$ cat src/hdl/page_map_consts.svh
// Constants for the program space page mapper
`ifndef PAGE_MAP_CONSTS_SVH
`define PAGE_MAP_CONSTS_SVH

`define PC_WIDTH 12
`define PC_MSB 11
`define OFFSET_WIDTH 11
`define PAGE_WIDTH 2
`define PHYS_WIDTH 13
`define DATA_ADDR_WIDTH 8
`define DATA_WIDTH 8
`define PAGE_SEL_ADDR 8'hCA
`define PAGE_SEL_LSB 0
`define PAGE_SEL_RST 2'h0
`define STATIC_PAGE 2'h1

`endif

$ cat src/hdl/page_map_pkg.sv
// Types for the program space page mapper
`include "page_map_consts.svh"
package page_map_pkg;
  typedef logic [`PC_WIDTH-1:0] pc_t;
  typedef logic [`PAGE_WIDTH-1:0] page_t;
  typedef logic [`PHYS_WIDTH-1:0] phys_t;

  typedef enum logic [1:0] {
    SEL_UNKNOWN = 2'h1,
    SEL_KNOWN = 2'h2
  } sel_state_t;

  // Physical address for a program counter and a page code
  function automatic phys_t phys_of(input pc_t pc, input page_t code);
    page_t page;
    page = pc[`PC_MSB] ? `STATIC_PAGE : code;
    return {page, pc[`OFFSET_WIDTH-1:0]};
  endfunction
endpackage

$ cat src/hdl/page_map_if.sv
// Carrier between the mapper control and its address decoder
`timescale 1ns/1ps
`include "page_map_consts.svh"
interface page_map_if;
  logic [`PC_WIDTH-1:0] pc;
  logic [`PAGE_WIDTH-1:0] code;
  logic [`PHYS_WIDTH-1:0] phys;
  logic upper_hit;
  modport decoder (input pc, input code, output phys, output upper_hit);
  modport control (output pc, output code, input phys, input upper_hit);
endinterface

$ cat src/hdl/page_decode.sv
// Combinational program counter to physical address decoder
`timescale 1ns/1ps
`include "page_map_consts.svh"
module page_decode (
  page_map_if.decoder map
);
  // Upper range always lands in the static page
  assign map.upper_hit = map.pc[`PC_MSB];
  // Page number joined to the in-page offset
  assign map.phys = page_map_pkg::phys_of(map.pc, map.code);
endmodule

$ cat src/hdl/program_space_page_mapper.sv
// Program space page mapper with its write-only page select register
`timescale 1ns/1ps
`include "page_map_consts.svh"
module program_space_page_mapper (
  input wire logic clk,
  input wire logic rst,
  input wire logic clk_en,
  input wire logic fetch_req,
  input wire logic [`PC_WIDTH-1:0] program_counter,
  input wire logic data_wr,
  input wire logic data_rd,
  input wire logic data_bit_op,
  input wire logic [`DATA_ADDR_WIDTH-1:0] data_addr,
  input wire logic [`DATA_WIDTH-1:0] data_wdata,
  output logic fetch_valid,
  output logic [`PHYS_WIDTH-1:0] phys_addr,
  output logic static_hit,
  output logic page_unknown,
  output logic page_known,
  output logic access_refused
);
  typedef struct packed {
    page_map_pkg::sel_state_t st;
    page_map_pkg::page_t sel;
    page_map_pkg::phys_t phys;
    logic valid;
    logic hit;
    logic unknown;
    logic refused;
  } state_t;

  state_t s_q;
  state_t s_d;
  logic sel_hit;
  logic good_wr;

  page_map_if map ();

  page_decode u_decode (
    .map(map)
  );

  // The program counter and the page select code drive the decoder
  assign map.pc = program_counter;
  assign map.code = s_q.sel;

  assign sel_hit = data_addr == `PAGE_SEL_ADDR;
  // Whole-byte writes only reach the register
  assign good_wr = data_wr && sel_hit && !data_bit_op;

  always_comb begin
    s_d = s_q;
    s_d.valid = 1'b0;
    s_d.refused = 1'b0;
    if (fetch_req) begin
      s_d.valid = 1'b1;
      s_d.phys = map.phys;
      s_d.hit = map.upper_hit;
      // Lower range fetch before any write has no defined page
      s_d.unknown = !map.upper_hit && (s_q.st == page_map_pkg::SEL_UNKNOWN);
    end
    // Reads and bit operations at the select address are refused
    if (sel_hit && (data_rd || (data_wr && data_bit_op))) begin
      s_d.refused = 1'b1;
    end
    case (s_q.st)
      page_map_pkg::SEL_UNKNOWN: begin
        if (good_wr) begin
          s_d.st = page_map_pkg::SEL_KNOWN;
        end
      end
      page_map_pkg::SEL_KNOWN: begin
        s_d.st = page_map_pkg::SEL_KNOWN;
      end
      default: begin
        s_d.st = page_map_pkg::SEL_UNKNOWN;
      end
    endcase
    // Changed only by a software write, never by calls or interrupts
    if (good_wr) begin
      s_d.sel = data_wdata[`PAGE_SEL_LSB +: `PAGE_WIDTH];
    end
  end

  always_ff @(posedge clk) begin
    if (rst) begin
      s_q.st <= page_map_pkg::SEL_UNKNOWN;
      s_q.sel <= `PAGE_SEL_RST;
      s_q.phys <= '0;
      s_q.valid <= 1'b0;
      s_q.hit <= 1'b0;
      s_q.unknown <= 1'b0;
      s_q.refused <= 1'b0;
    end else if (clk_en) begin
      s_q <= s_d;
    end
  end

  assign fetch_valid = s_q.valid;
  assign phys_addr = s_q.phys;
  assign static_hit = s_q.hit;
  assign page_unknown = s_q.unknown;
  assign page_known = s_q.st == page_map_pkg::SEL_KNOWN;
  assign access_refused = s_q.refused;

  AST_FETCH_ANSWER: assert property (@(posedge clk) disable iff (rst)
    clk_en && fetch_req |=> fetch_valid)
    else $error("fetch not answered next cycle");

  AST_UPPER_STATIC: assert property (@(posedge clk) disable iff (rst)
    clk_en && fetch_req && program_counter[`PC_MSB]
    |=> phys_addr[`PHYS_WIDTH-1 -: `PAGE_WIDTH] == `STATIC_PAGE && static_hit)
    else $error("upper range did not reach static page");

  AST_UPPER_IGNORES_SEL: assert property (@(posedge clk) disable iff (rst)
    clk_en && fetch_req && program_counter[`PC_MSB]
    |=> phys_addr == {`STATIC_PAGE, $past(program_counter[`OFFSET_WIDTH-1:0])})
    else $error("upper range depends on page select");

  AST_LOWER_CODE: assert property (@(posedge clk) disable iff (rst)
    clk_en && fetch_req && !program_counter[`PC_MSB]
    |=> phys_addr[`PHYS_WIDTH-1 -: `PAGE_WIDTH] == $past(s_q.sel) && !static_hit)
    else $error("lower range page differs from select code");

  AST_SAME_STORAGE: assert property (@(posedge clk) disable iff (rst)
    clk_en && fetch_req && !program_counter[`PC_MSB] && s_q.sel == `STATIC_PAGE
    |=> phys_addr == {`STATIC_PAGE, $past(program_counter[`OFFSET_WIDTH-1:0])})
    else $error("code 01 lower fetch misses static page");

  AST_OFFSET_KEPT: assert property (@(posedge clk) disable iff (rst)
    clk_en && fetch_req
    |=> phys_addr[`OFFSET_WIDTH-1:0] == $past(program_counter[`OFFSET_WIDTH-1:0]))
    else $error("in-page offset altered");

  AST_WRITE_LOADS: assert property (@(posedge clk) disable iff (rst)
    clk_en && good_wr
    |=> s_q.sel == $past(data_wdata[`PAGE_SEL_LSB +: `PAGE_WIDTH]) && page_known)
    else $error("page select write not taken");

  AST_REFUSED: assert property (@(posedge clk) disable iff (rst)
    clk_en && sel_hit && (data_rd || (data_wr && data_bit_op))
    |=> access_refused && $stable(s_q.sel))
    else $error("read or bit operation not refused");

  AST_SEL_HOLDS: assert property (@(posedge clk) disable iff (rst)
    !(clk_en && good_wr) |=> $stable(s_q.sel))
    else $error("page select changed without a write");

  AST_UNKNOWN_FLAG: assert property (@(posedge clk) disable iff (rst)
    clk_en && fetch_req && !program_counter[`PC_MSB] && !page_known
    |=> page_unknown)
    else $error("lower fetch before first write not flagged");

  AST_PAGE_NUMBER: assert property (@(posedge clk) disable iff (rst)
    clk_en && fetch_req && !program_counter[`PC_MSB] && s_q.sel == 2'h2
    |=> phys_addr[`PHYS_WIDTH-1 -: `PAGE_WIDTH] == 2'h2)
    else $error("code 10 not mapped to page 2");

  AST_PAGE_ZERO: assert property (@(posedge clk) disable iff (rst)
    clk_en && fetch_req && !program_counter[`PC_MSB] && s_q.sel == 2'h0
    |=> phys_addr[`PHYS_WIDTH-1 -: `PAGE_WIDTH] == 2'h0)
    else $error("code 00 not mapped to page 0");

  AST_PAGE_ONE: assert property (@(posedge clk) disable iff (rst)
    clk_en && fetch_req && !program_counter[`PC_MSB] && s_q.sel == 2'h1
    |=> phys_addr[`PHYS_WIDTH-1 -: `PAGE_WIDTH] == 2'h1)
    else $error("code 01 not mapped to page 1");

  AST_PAGE_THREE: assert property (@(posedge clk) disable iff (rst)
    clk_en && fetch_req && !program_counter[`PC_MSB] && s_q.sel == 2'h3
    |=> phys_addr[`PHYS_WIDTH-1 -: `PAGE_WIDTH] == 2'h3)
    else $error("code 11 not mapped to page 3");

  AST_HIT_MATCHES: assert property (@(posedge clk) disable iff (rst)
    clk_en && fetch_req
    |=> static_hit == $past(program_counter[`PC_MSB]))
    else $error("static hit differs from counter bit 11");

  AST_VALID_DROPS: assert property (@(posedge clk) disable iff (rst)
    clk_en && !fetch_req
    |=> !fetch_valid)
    else $error("fetch valid without a fetch");

  AST_PHYS_HOLDS: assert property (@(posedge clk) disable iff (rst)
    !(clk_en && fetch_req)
    |=> $stable(phys_addr) && $stable(static_hit))
    else $error("address changed without a fetch");

  AST_FREEZE: assert property (@(posedge clk) disable iff (rst)
    !clk_en
    |=> $stable(s_q))
    else $error("state moved while clock enable low");

  AST_NO_REFUSE: assert property (@(posedge clk) disable iff (rst)
    clk_en && !(sel_hit && (data_rd || (data_wr && data_bit_op)))
    |=> !access_refused)
    else $error("refusal without a bad access");

  AST_OTHER_ADDR: assert property (@(posedge clk) disable iff (rst)
    clk_en && data_wr && !sel_hit
    |=> $stable(s_q.sel) && $stable(page_known))
    else $error("write elsewhere touched page select");

  AST_UPPER_KNOWN: assert property (@(posedge clk) disable iff (rst)
    clk_en && fetch_req && program_counter[`PC_MSB]
    |=> !page_unknown)
    else $error("upper fetch flagged as unknown page");

  AST_KNOWN_CLEAR: assert property (@(posedge clk) disable iff (rst)
    clk_en && fetch_req && page_known
    |=> !page_unknown)
    else $error("fetch after write flagged as unknown");

  AST_KNOWN_STAYS: assert property (@(posedge clk) disable iff (rst)
    page_known
    |=> page_known)
    else $error("known page lost without reset");

  AST_RESET_CLEARS: assert property (@(posedge clk)
    rst
    |=> !fetch_valid && !page_known && !page_unknown && !access_refused && phys_addr == '0)
    else $error("reset did not clear outputs");

  AST_WRITE_THEN_FETCH: assert property (@(posedge clk) disable iff (rst)
    clk_en && good_wr ##1 clk_en && !good_wr
    ##1 clk_en && fetch_req && !program_counter[`PC_MSB]
    |=> phys_addr[`PHYS_WIDTH-1 -: `PAGE_WIDTH]
    == $past(data_wdata[`PAGE_SEL_LSB +: `PAGE_WIDTH], 3))
    else $error("fetch after write missed new code");
endmodule

$ cat config.mk
export PLATFORM = sky130hd
export DESIGN_NAME = program_space_page_mapper
export DESIGN_NICKNAME = d
export VERILOG_FILES = /design/src/hdl/page_map_pkg.sv /design/src/hdl/page_map_if.sv /design/src/hdl/page_decode.sv /design/src/hdl/program_space_page_mapper.sv
export VERILOG_INCLUDE_DIRS = /design/src /design/src/hdl
export SDC_FILE = /design/constraint.sdc
export NUM_CORES = 1
export LEC_CHECK = 0
export ABC_CLOCK_PERIOD_IN_PS = 2700
export BUFFER_PORTS_ARGS = -buffer_cell sky130_fd_sc_hd__buf_2
export CORE_UTILIZATION = 45
export CTS_BUF_LIST = sky130_fd_sc_hd__clkbuf_16
export DETAILED_ROUTE_END_ITERATION = 6
export PLACE_DENSITY_LB_ADDON = 0.2
export SLEW_MARGIN = 15
export SYNTH_ARGS = -nofsm -noshare
export SYNTH_HDL_FRONTEND = slang
export SYNTH_SLANG_ARGS = --single-unit
$ cat constraint.sdc
create_clock -name clk -period 2.7 [get_ports clk]
set_input_delay 0.27 -clock clk [delete_from_list [all_inputs] [get_ports clk]]
set_output_delay 0.27 -clock clk [all_outputs]
set_load 0.005 [all_outputs]
==> results.md, run 1 <==
* Synth area leader: dfxtp_1
* Seq pwr share at 0.461
* Via density at 5.040
* Max frequency at 790.5 MHz
* Final worst slack at 1.435 ns
* Largest net degree at the start of global routing at 22
* Crit-path max FO at 3
* # port buffers at 46
* DIE AREA at 2359 µm²
* NetSw at 155.2 µW
* Final Hold Fails at 0
* Logic pwr share at 0.120
* Worst-skew pair later-pin latency at 0.25 ns
* Hold Path Cell Cnt at 3
* Placer Congestion at 0.6584
* Avg WL per Cell at 10.95 µm
* Library cells used by synthesis at 26
* Dpl ws at 1.423 ns
* Crit path largest cell delay at 0.36 ns
* Net count, final at 185
* Initial antenna violation count at 0
* DRC violations left at 0
* Initial DRC count at 10
* Hold buffers post-CTS at 0
* Syn Nets at 152
* DR vias at 877
* Shortest period the worst path allows at 1.265 ns
* Tightest Hold Check Type: in -> reg
* Critical path class: reg -> reg
* Min-delay src: program_counter[3]
* RSZ-0062 raised after global routing: false
* Final wirelength at 1905 µm
* Synth area leaders: dfxtp_1 (43%), buf_4 (11%), nand2_1 (10%)
* Final Skew at 0.002578 ns
* Io pins at 53
* Top cell type's share of synthesized area at 0.4308
* Max cap viols at 0
* Setup_tns at 0 ns
* CP Data Required Time at 2.84 ns
* H-tree depth at 1
* VDD IR-drop max at 0.3198 mV
* Die W at 48.57 µm
* Overflow after GRT at 0
* Post-synthesis sequential area ratio at 0.4308
* Switching portion of total power at 0.2150
* Fin. max-slew vios at 0
* Final Util at 0.5944
* Core area at 2002 µm²
* Share of layout cells above drive strength 1 at 0.3605
* Initial Utilization at 0.4875
* Reg2reg end: s_q[19]
* Finish-stage setup viols at 0
* FFs w/ async S/R, synth at 0
* Clock share of power at 0.419
* Post_cts resized at 0
* Ant. Diodes at 0
* Worst hold path endpoint: phys_addr[3]
* Die span in y at 48.57 µm
* Status: completed
* Fill cells at 205
* Reg-to-reg critical path startpoint: s_q[19]
* Critical Path AT at 1.40 ns
* Synth Flop Type: dfxtp_1
* LEAKAGE at 0.0005434 µW
* Commonest non-fill, non-tap cells in the layout: buf_2 (46), nand2_1 (27), dfxtp_1 (21), a21oi_1 (19)
* Worst Setup End Kind: flop
* Critical Path, Cell by Cell: inv_1, ha_1, or2_2, o32a_1
* PwrDens at 606.7 nW/µm²
* Vias in the first global route at 783
* Area grow syn2layout at 21.92%
* Mean Syn Cell Area at 8.486 µm²
* Startpoint types: flop
* Gr usage total at 0.1739
* Synthesis warning total at 0
* Post-route cell area at 1190 µm²
* Global-route wire length before repair at 3249 µm
* Cell Area, Synth at 975.9 µm²
* Rel. slew slack at 0.6430
* P_int at 566.7 µW
* CTS max path bufs at 2
* Synth Register Bits at 21
* Clock tree root buffer cell: clkbuf_16
* CP max stage cell: dfxtp_1
* CTS Buf Count at 3
* Post-DP HPWL at 1408 µm
* Cell count after synthesis at 115
* Clock-pin slew on the worst setup and hold paths at 0.06 ns
* Commonest non-fill, non-tap cell in the layout: buf_2
* TritonCTS clock tree: yes
* Antenna-violating nets left at 0
* Post-CTS repair timing setup buffer count at 0
* Drt pass-1 iters at 4
* Post-synth EDFFs at 0
* DP Area at 1110 µm²
* Tcrit/Tclk final at 0.4685
* R2R cell count at 4
* R2R Setup Slk at 1.43 ns
* Num rows at 16
* CTS Sinks at 21
* Slew @ Worst Pin at 0.5355 ns
[registers in the layout, indices dropped and copies added (netlist names)]
| register | count |
|---|---|
| access_refused | 1 |
| fetch_valid | 1 |
| map.code | 2 |
| page_unknown | 1 |
| phys_addr | 13 |
| s_q | 2 |
| static_hit | 1 |
[layout make-up]
type | count | area (µm²) | share of cell area
clock buffers | 3 | 75.07 | 0.06309
clock inverters | 1 | 5.005 | 0.004206
inverters | 2 | 7.507 | 0.006309
multi-input cells | 74 | 417.9 | 0.3512
flip-flops and latches | 21 | 420.4 | 0.3533
well taps | 27 | 33.78 | 0.02839
repair buffers | 46 | 230.2 | 0.1935
[cells by family (layout without fill, tap and decap cells)]
family	Yosys count	in the layout	synth area share
AOI/OAI and AO/OA	24	24	0.1385
DFF	21	21	0.4308
buffers and inverters	20	52	0.1410
adders and majority gates	2	2	0.02564
and+or+nand+nor	48	48	0.2641
[routing by layer]
metal	vias to the layer above	part of all wire	global-route usage	wire, µm
met5	-	0	0	0
met4	0	0.012	0.07353	23
met3	2	0.069	0.03459	132
met2	33	0.48	0.3146	923
met1	397	0.43	0.1973	826
li1	445	-	-	-
[worst max-delay path: cells and delay by family (launching register included)]
kind,cells,cell delay [ns]
AO/OA/AOI/OAI,1,0.16
adder cells (fa/ha/maj),1,0.27
AND/OR/NAND/NOR,1,0.30
flip-flops,1,0.36
buffers and inverters,1,0.06
[power by group through the flow]
| stage | logic [µW] | clock network (µW) | registers (µW) |
|---|---|---|---|
| after floorplan | 59.6 | 0 | 338 |
| after global placement | 83.8 | 0 | 338 |
| after detailed placement | 87.2 | 0 | 339 |
| after CTS | 87.3 | 309 | 333 |
| after global routing | 96.6 | 330 | 335 |
| final | 86.5 | 303 | 333 |
[through the flow]
step | power, µW | cells | hold slack [ns]
CTS | 729.4 | 174 | 0.2584
detailed placement | 426.6 | 170 | 0.4438
floorplan | 398.0 | 115 | 0.4060
global route | 761.3 | 174 | 0.2573
finish | 721.9 | 174 | 0.2585
global placement | 422.2 | 170 | 0.4361
[how the worst max path moves through the flow]
stage / start / endpoint / slack, ns / depth (start not counted)
2_1_floorplan: s_q[19] / s_q[19] / 1.51 / 4
3_3_place_gp: clk_en / phys_addr[12] / 1.46 / 4
3_5_place_dp: clk_en / page_unknown / 1.42 / 4
4_1_cts: s_q[19] / s_q[19] / 1.43 / 4
5_1_grt: s_q[19] / s_q[19] / 1.40 / 4
6_report: s_q[19] / s_q[19] / 1.43 / 4
[cell usage after synthesis, types with 2 or more instances]
cell / n
nand2_1: 27
dfxtp_1: 21
a21oi_1: 19
buf_4: 14
nand3b_1: 3
nor3_1: 3
and4bb_2: 2
buf_2: 2
ha_1: 2
inv_1: 2
nand2b_1: 2
nand4_1: 2
nand4bb_1: 2
o31ai_1: 2
Note: power is estimated with default switching activity, not from simulation.
==> inputs of run 2 (changes only) <==
ABC_AREA = 1   (was unset)
ABC_CLOCK_PERIOD_IN_PS = 1080   (was 2700)
CORE_UTILIZATION = 39   (was 45)
clock period = 1.08 ns   (was 2.7 ns; I/O delays follow)
==> run 2 against run 1 <==
Compared with the run above:
- the run now ends with setup timing left
- critical path depth unchanged
- cell count increased by 11%
- critical endpoint is now page_known
- synthesized area decreased by 2.3%
- largest cell class unchanged
==> results.md, run 2 <==
* Synth Register Bits at 21 (unchanged)
* FFs w/ async S/R, synth at 0 (unchanged)
* Final Skew at 0.0006567 ns (-0.001921 ns)
* WP buf/inv at 3 (+2)
* Reg2reg end: s_q[20]
* Post-synth EDFFs at 0 (unchanged)
* VDD IR-drop max at 0.9352 mV (+190%)
* Io pins at 53 (unchanged)
* Cell count after synthesis at 126 (+9.6%)
* Fin. max-slew vios at 0 (unchanged)
* Count leader, synth: nor2_1
* Placer Congestion at 0.6758 (+2.6%)
* Cell Area, Synth at 953.4 µm² (-2.3%)
* Max cap viols at 0 (unchanged)
* Critical path class: reg -> out
* Synth Flop Type: dfxtp_1
* Share of layout cells above drive strength 1 at 0.4398 (+0.07921)
* Post-Layout Cell Count at 194 (+11%)
* RSZ-0062 raised after global routing: true
* Via density at 4.490 (-11%)
* Worst-skew pair later-pin latency at 0.25 ns (about the same)
* Avg WL per Cell at 9.881 µm (-9.7%)
* R2R Setup Slk at -0.01 ns (-1.44 ns)
* Largest family of logic cells by synthesized area: simple AND/OR/NAND/NOR gates
* CP max stage cell: dfxtp_4
* Startpoint types: flop
* Worst hold path endpoint: map.code[1]
* Synth area leaders: dfxtp_1 (44%), nor2_1 (11%), buf_4 (11%)
* Core area at 2255 µm² (+13%)
* Global-route wire length before repair at 3084 µm (-5.1%)
* Shortest period the worst path allows at 1.090 ns
* PwrDens at 1494 nW/µm² (+150%)
* Mux cell area share after synthesis at 0 (unchanged)
* Final Hold Fails at 0 (unchanged)
* Net count, final at 204 (+10%)
* CP top delay family: flip-flops
* Initial DRC count at 13 (+3)
* DRC violations left at 0 (unchanged)
* Initial antenna violation count at 0 (unchanged)
* Synthesis warning total at 0 (unchanged)
* Finish-stage setup viols at 2 (+2)
* Tcrit/Tclk final at 1.009
* Gr usage total at 0.1559 (-0.01791)
* LEAKAGE at 0.0006431 µW (+18%)
* Post-Synth Simple-Gate Area at 0.2533 (-0.01082)
* Num rows at 17 (+1)
* Mean Syn Cell Area at 7.567 µm² (-11%)
* Die span in y at 51.45 µm (+5.9%)
* Crit-path max FO at 2 (-1)
* CP Data Required Time at 0.97 ns (-1.87 ns)
* Post-DP HPWL at 1423 µm (+1.0%)
* Clock tree root buffer cell: clkbuf_16
* TritonCTS clock tree: yes
* CTS Buf Count at 3 (unchanged)
* CTS Sinks at 21 (unchanged)
* Fill cells at 227 (+11%)
* Hold buffers post-CTS at 0 (unchanged)
* Ant. Diodes at 0 (unchanged)
* Hold Path Cell Cnt at 3 (unchanged)
* Syn Nets at 163 (+7.2%)
* Clock-pin slew on the worst setup and hold paths at 0.06 ns (about the same)
* Placed Instances at 188 (+11%)
* Rel. slew slack at 0.8427 (+0.1997)
* Crit path top cell by count: buf_6
* Final wirelength at 1917 µm (+0.63%)
* Vias in the first global route at 790 (+0.89%)
* Overflow after GRT at 0 (unchanged)
* Synth area leader: dfxtp_1
* Synth Area in Compound Gates at 0.1076 (-0.03085)
* Reg-to-reg critical path startpoint: s_q[20]
* Slew @ Worst Pin at 0.2357 ns (-0.2999 ns)
* Tightest Hold Check Type: in -> reg
* H-tree depth at 1 (unchanged)
* Commonest non-fill, non-tap cells in the layout: buf_2 (45), nor2_1 (29), dfxtp_1 (19), nand2_1 (12), o21ai_0 (11)
* Top cell type's share of synthesized area at 0.4409 (+0.01018)
* Multi-input logic area at 401.6 µm² (-3.9%)
* Area grow syn2layout at 34.12%
* Critical Path AT at 0.98 ns (-0.42 ns)
* Die W at 51.45 µm (+5.9%)
* R2R cell count at 7 (+3)
* Final worst slack at -0.009718 ns (-1.445 ns)
* Final Util at 0.5671 (-0.02723)
* XOR/XNOR Fraction of Synth Area at 0 (unchanged)
* Post-Synth Adder-Cell Area at 0.02625 (+0.0006057)
* DR vias at 871 (-0.68%)
* Area of all sequential standard cells at 425.4 µm² (+1.2%)
* Library cells used by synthesis at 18 (-31%)
* CTS max path bufs at 2 (unchanged)
* # port buffers at 46 (unchanged)
* Critical Path, Cell by Cell: buf_6, inv_4, ha_4, buf_6
* Initial Utilization at 0.4229 (-0.06464)
* Violated checks: setup timing
* Hold_ws at 0.1012 ns (-0.1573 ns)
* Drt pass-1 iters at 4 (unchanged)
* Post-synthesis sequential area ratio at 0.4409 (+0.01018)
* Min-delay src: data_wdata[1]
* Crit path largest cell delay at 0.36 ns (about the same)
* Largest net degree at the start of global routing at 17 (-23%)
* DIE AREA at 2647 µm² (+12%)
* Max frequency at 917.7 MHz
* Number of flip-flops in the largest register at 13 (unchanged)
* Antenna-violating nets left at 0 (unchanged)
* Post-synth top cells: nor2_1 (29), dfxtp_1 (21), buf_4 (14)
* Status: finished with violations
* Worst Setup End Kind: output port
* Commonest non-fill, non-tap cell in the layout: buf_2
==> run 2: cell types whose count changed after synthesis, moves of 3 or more <==
cell      before  now
inv_1          2   11
nor2_2         0    4
nand2_1       27   13
o21ai_1        0    3
nor2_1         1   29
nand3b_1       3    0
o21ai_0        0   11
a21oi_1       19    5
nand3_1        0    3
==> run 2: logic make-up (layout without fill, tap and decap cells) <==
family | count (synthesis) | in the layout
compound gates | 20 | 20
buf+inv | 29 | 69
flops | 21 | 21
simple gates | 54 | 54
fa+ha+maj | 2 | 2
==> run 2: where the power goes <==
part           internal, µW  switching, µW
Sequential              821           24.1
Combinational           158            138
Clock                   497            273
Total                  1480            435
==> run 2: timing repair <==
item,4_1_cts,5_1_grt
pin swaps,1,3
buffers inserted,1,1
resized for setup,6,7
endpoints found under the setup margin,2,3
gates cloned,0,0
==> run 2: area by class of cell <==
cell class / instances / area share
sequential: 21 / 0.3327
multi-input combinational: 76 / 0.3141
timing repair buffer: 52 / 0.2231
clock buffer: 3 / 0.05871
inverter: 13 / 0.04012
tap: 28 / 0.02740
clock inverter: 1 / 0.003914
==> run 2: worst max-delay path by stage <==
stage / from / to / slack, ns / cells after the start
detailed placement: s_q[20] / s_q[20] / -0.02 / 7
global route: s_q[20] / s_q[20] / -0.07 / 7
finish: s_q[19] / page_known / -0.01 / 4
global placement: s_q[20] / s_q[20] / 0.003 / 7
CTS: s_q[19] / page_known / 0.0004 / 4
floorplan: s_q[20] / s_q[20] / 0.02 / 7
==> run 2: per-stage QoR <==
stage	setup WS (ns)	area [µm²]	total power, µW	TNS (ns)
final	-0.009718	1279	1911	-0.01875
after global routing	-0.06685	1279	2002	-0.1304
after detailed placement	-0.02334	1135	1114	-0.02334
after CTS	0.0004228	1235	1884	0
after global placement	0.002762	1135	1102	0
after floorplan	0.01655	954.7	1020	0
==> run 2: layer usage <==
metal,wire (µm),track usage
met5,0,0
met4,27,0.05405
met3,110,0.02679
met2,1018,0.3052
met1,760,0.1625
==> run 2: worst reg2reg max path: stages, from the launching register on <==
cell     delay, ns
dfxtp_2       0.34
inv_2         0.04
ha_4          0.15
or2_4         0.26
nand2_4       0.06
nand2_2       0.05
nand2_1       0.05
nor2_1        0.04
==> inputs of run 3 (changes only) <==
PLACE_DENSITY = 0.87   (was unset)
PLACE_DENSITY_LB_ADDON = unset   (was 0.2)
==> run 3 against run 2 <==
Compared with the run above:
- the run now ends clean
- register-to-register slack improved by 0.03 ns
- power down 2.3%
- non-clock buffer count did not move
- flip-flop and latch count unchanged
- count of clock-buffer cells in the layout unchanged
- cell area down 1.5%
- routed wire length is 3.9% lower
- hold slack improved by 0.0064 ns
- critical endpoint unchanged
- largest power group unchanged
- highest routed layer unchanged
==> results.md, run 3 (synthesis gave the netlist of run 2 again) <==
* Avg WL per Cell at 9.495 µm (-3.9%)
* Reg-to-reg critical path startpoint: s_q[20]
* DIE AREA at 2647 µm² (unchanged)
* Rel. slew slack at 0.8514 (+0.008775)
* P_int at 1461 µW (-0.99%)
* Final Hold Fails at 0 (unchanged)
* CTS max path bufs at 2 (unchanged)
* Final Skew at 0.0009825 ns (+0.0003258 ns)
* Worst-skew pair later-pin latency at 0.25 ns (about the same)
* Startpoint types: flop
* Via density at 4.479 (-0.23%)
* Shortest period the worst path allows at 1.073 ns (-0.01713 ns)
* Tightest Hold Check Type: in -> reg
* Final wirelength at 1842 µm (-3.9%)
* Hold buffers post-CTS at 0 (unchanged)
* Vias in the first global route at 740 (-6.3%)
* Dpl ws at -0.01949 ns (+0.003852 ns)
* DRC violations left at 0 (unchanged)
* Num rows at 17 (unchanged)
* Logic pwr share at 0.151 (-0.004)
* Initial antenna violation count at 0 (unchanged)
* NetSw at 405.9 µW (-6.7%)
* Fill cells at 231 (+1.8%)
* CTS Sinks at 21 (unchanged)
* Max cap viols at 0 (unchanged)
* Min-delay src: program_counter[6]
* Die span in y at 51.45 µm (unchanged)
* Area grow syn2layout at 32.15%
* RSZ-0062 raised after global routing: true
* Net count, final at 204 (unchanged)
* Finish-stage setup viols at 0 (-2)
* PwrDens at 1482 nW/µm² (-0.82%)
* TritonCTS clock tree: yes
* LEAKAGE at 0.0006419 µW (-0.18%)
* Hold_ws at 0.1076 ns (+0.006414 ns)
* Commonest non-fill, non-tap cell in the layout: buf_2
* Critical path class: reg -> out
* Hold Path Cell Cnt at 3 (unchanged)
* Io pins at 53 (unchanged)
* Max frequency at 932.3 MHz (+1.6%)
* Final worst slack at 0.007411 ns (+0.01713 ns)
* Die W at 51.45 µm (unchanged)
* Gr usage total at 0.1497 (-0.006281)
* # port buffers at 46 (unchanged)
* Ant. Diodes at 0 (unchanged)
* Antenna-violating nets left at 0 (unchanged)
* Reg2reg end: s_q[20]
* CTS Buf Count at 3 (unchanged)
* Slew @ Worst Pin at 0.2225 ns (-0.01314 ns)
* Clock tree root buffer cell: clkbuf_16
* Commonest non-fill, non-tap cells in the layout: buf_2 (45), nor2_1 (29), dfxtp_1 (19), nand2_1 (12), o21ai_0 (11)
* Worst hold path endpoint: phys_addr[6]
* Worst Setup End Kind: output port
* Overflow after GRT at 0 (unchanged)
* Initial DRC count at 9 (-4)
* Switching portion of total power at 0.2174 (-0.01019)
* Critical Path AT at 0.96 ns (-0.02 ns)
* Clock share of power at 0.398 (-0.005)
* R2R Setup Slk at 0.02 ns (+0.03 ns)
* Fin. max-slew vios at 0 (unchanged)
* VDD IR-drop max at 0.8844 mV (-5.4%)
* R2R cell count at 7 (unchanged)
* Core area at 2255 µm² (unchanged)
* Share of layout cells above drive strength 1 at 0.4337 (-0.006024)
* Clock-pin slew on the worst setup and hold paths at 0.05 ns (about the same)
* Number of flip-flops in the largest register at 13 (unchanged)
* CP Data Required Time at 0.97 ns (about the same)
* Initial Utilization at 0.4229 (unchanged)
* Tcrit/Tclk final at 0.9931 (-0.01586)
* H-tree depth at 1 (unchanged)
* Placer Congestion at 0.6936 (+2.6%)
* Post-DP HPWL at 1429 µm (+0.44%)
* Status: completed
* Global-route wire length before repair at 2932 µm (-4.9%)
* DR vias at 869 (-0.23%)
* Drt pass-1 iters at 4 (unchanged)
* Seq pwr share at 0.451 (+0.009)
* Crit-path max FO at 2 (unchanged)
* Largest net degree at the start of global routing at 17 (unchanged)
==> run 3: layout make-up <==
cell class	instances	area, µm²	area share
timing repair buffer	52	285.3	0.2264
tap	28	35.03	0.02781
sequential	21	422.9	0.3357
clock inverter	1	3.754	0.002979
multi-input combinational	76	386.6	0.3069
clock buffer	3	75.07	0.05958
inverter	13	51.30	0.04071
==> run 3: layer usage <==
| metal | share of wire | wire [µm] | GRT usage |
|---|---|---|---|
| met5 | 0 | 0 | 0 |
| met2 | 0.48 | 888 | 0.2684 |
| met4 | 0.0043 | 8 | 0.08108 |
| met3 | 0.087 | 161 | 0.03571 |
| met1 | 0.43 | 783 | 0.1586 |
==> run 3: worst max-delay path: stages (launching register included) <==
cell and delay, ns:
dfxtp_2 0.34, buf_6 0.11, inv_4 0.03, ha_4 0.14, buf_6 0.10
==> run 3: timing repair <==
action	CTS	global route
resized for setup	7	3
endpoints found under the hold margin	0	0
cloned	0	0
endpoints found under the setup margin	2	2
pin swaps	2	0
buffers inserted	0	2
==> run 3: worst max-delay path by stage <==
| stage | startpoint | endpoint | slack (ns) | cells after the start |
|---|---|---|---|---|
| after floorplan | s_q[20] | s_q[20] | 0.02 | 7 |
| after global placement | s_q[20] | s_q[20] | -0.0001 | 7 |
| after detailed placement | s_q[20] | s_q[20] | -0.02 | 7 |
| after CTS | s_q[19] | page_known | 0.0006 | 4 |
| after global routing | s_q[20] | s_q[20] | -0.03 | 7 |
| final | s_q[19] | page_known | 0.007 | 4 |
==> run 3: power groups by stage <==
stage	combinational, µW	clock [µW]	sequential (µW)
3_5_place_dp	249	0	857
6_report	282	743	843
5_1_grt	317	803	847
4_1_cts	266	768	842
3_3_place_gp	245	0	855
2_1_floorplan	163	0	857
==> run 3: stage by stage <==
stage                     instances  setup TNS [ns]  cell area (µm²)  total power (µW)  utilization
after floorplan                 126               0            954.7              1020            -
after global placement          188      -0.0001059             1135              1099       0.5033
after detailed placement        188        -0.01949             1135              1106       0.5033
after CTS                       192               0             1236              1876       0.5483
after global routing            194        -0.06384             1260              1968       0.5588
final                           194               0             1260              1867       0.5588
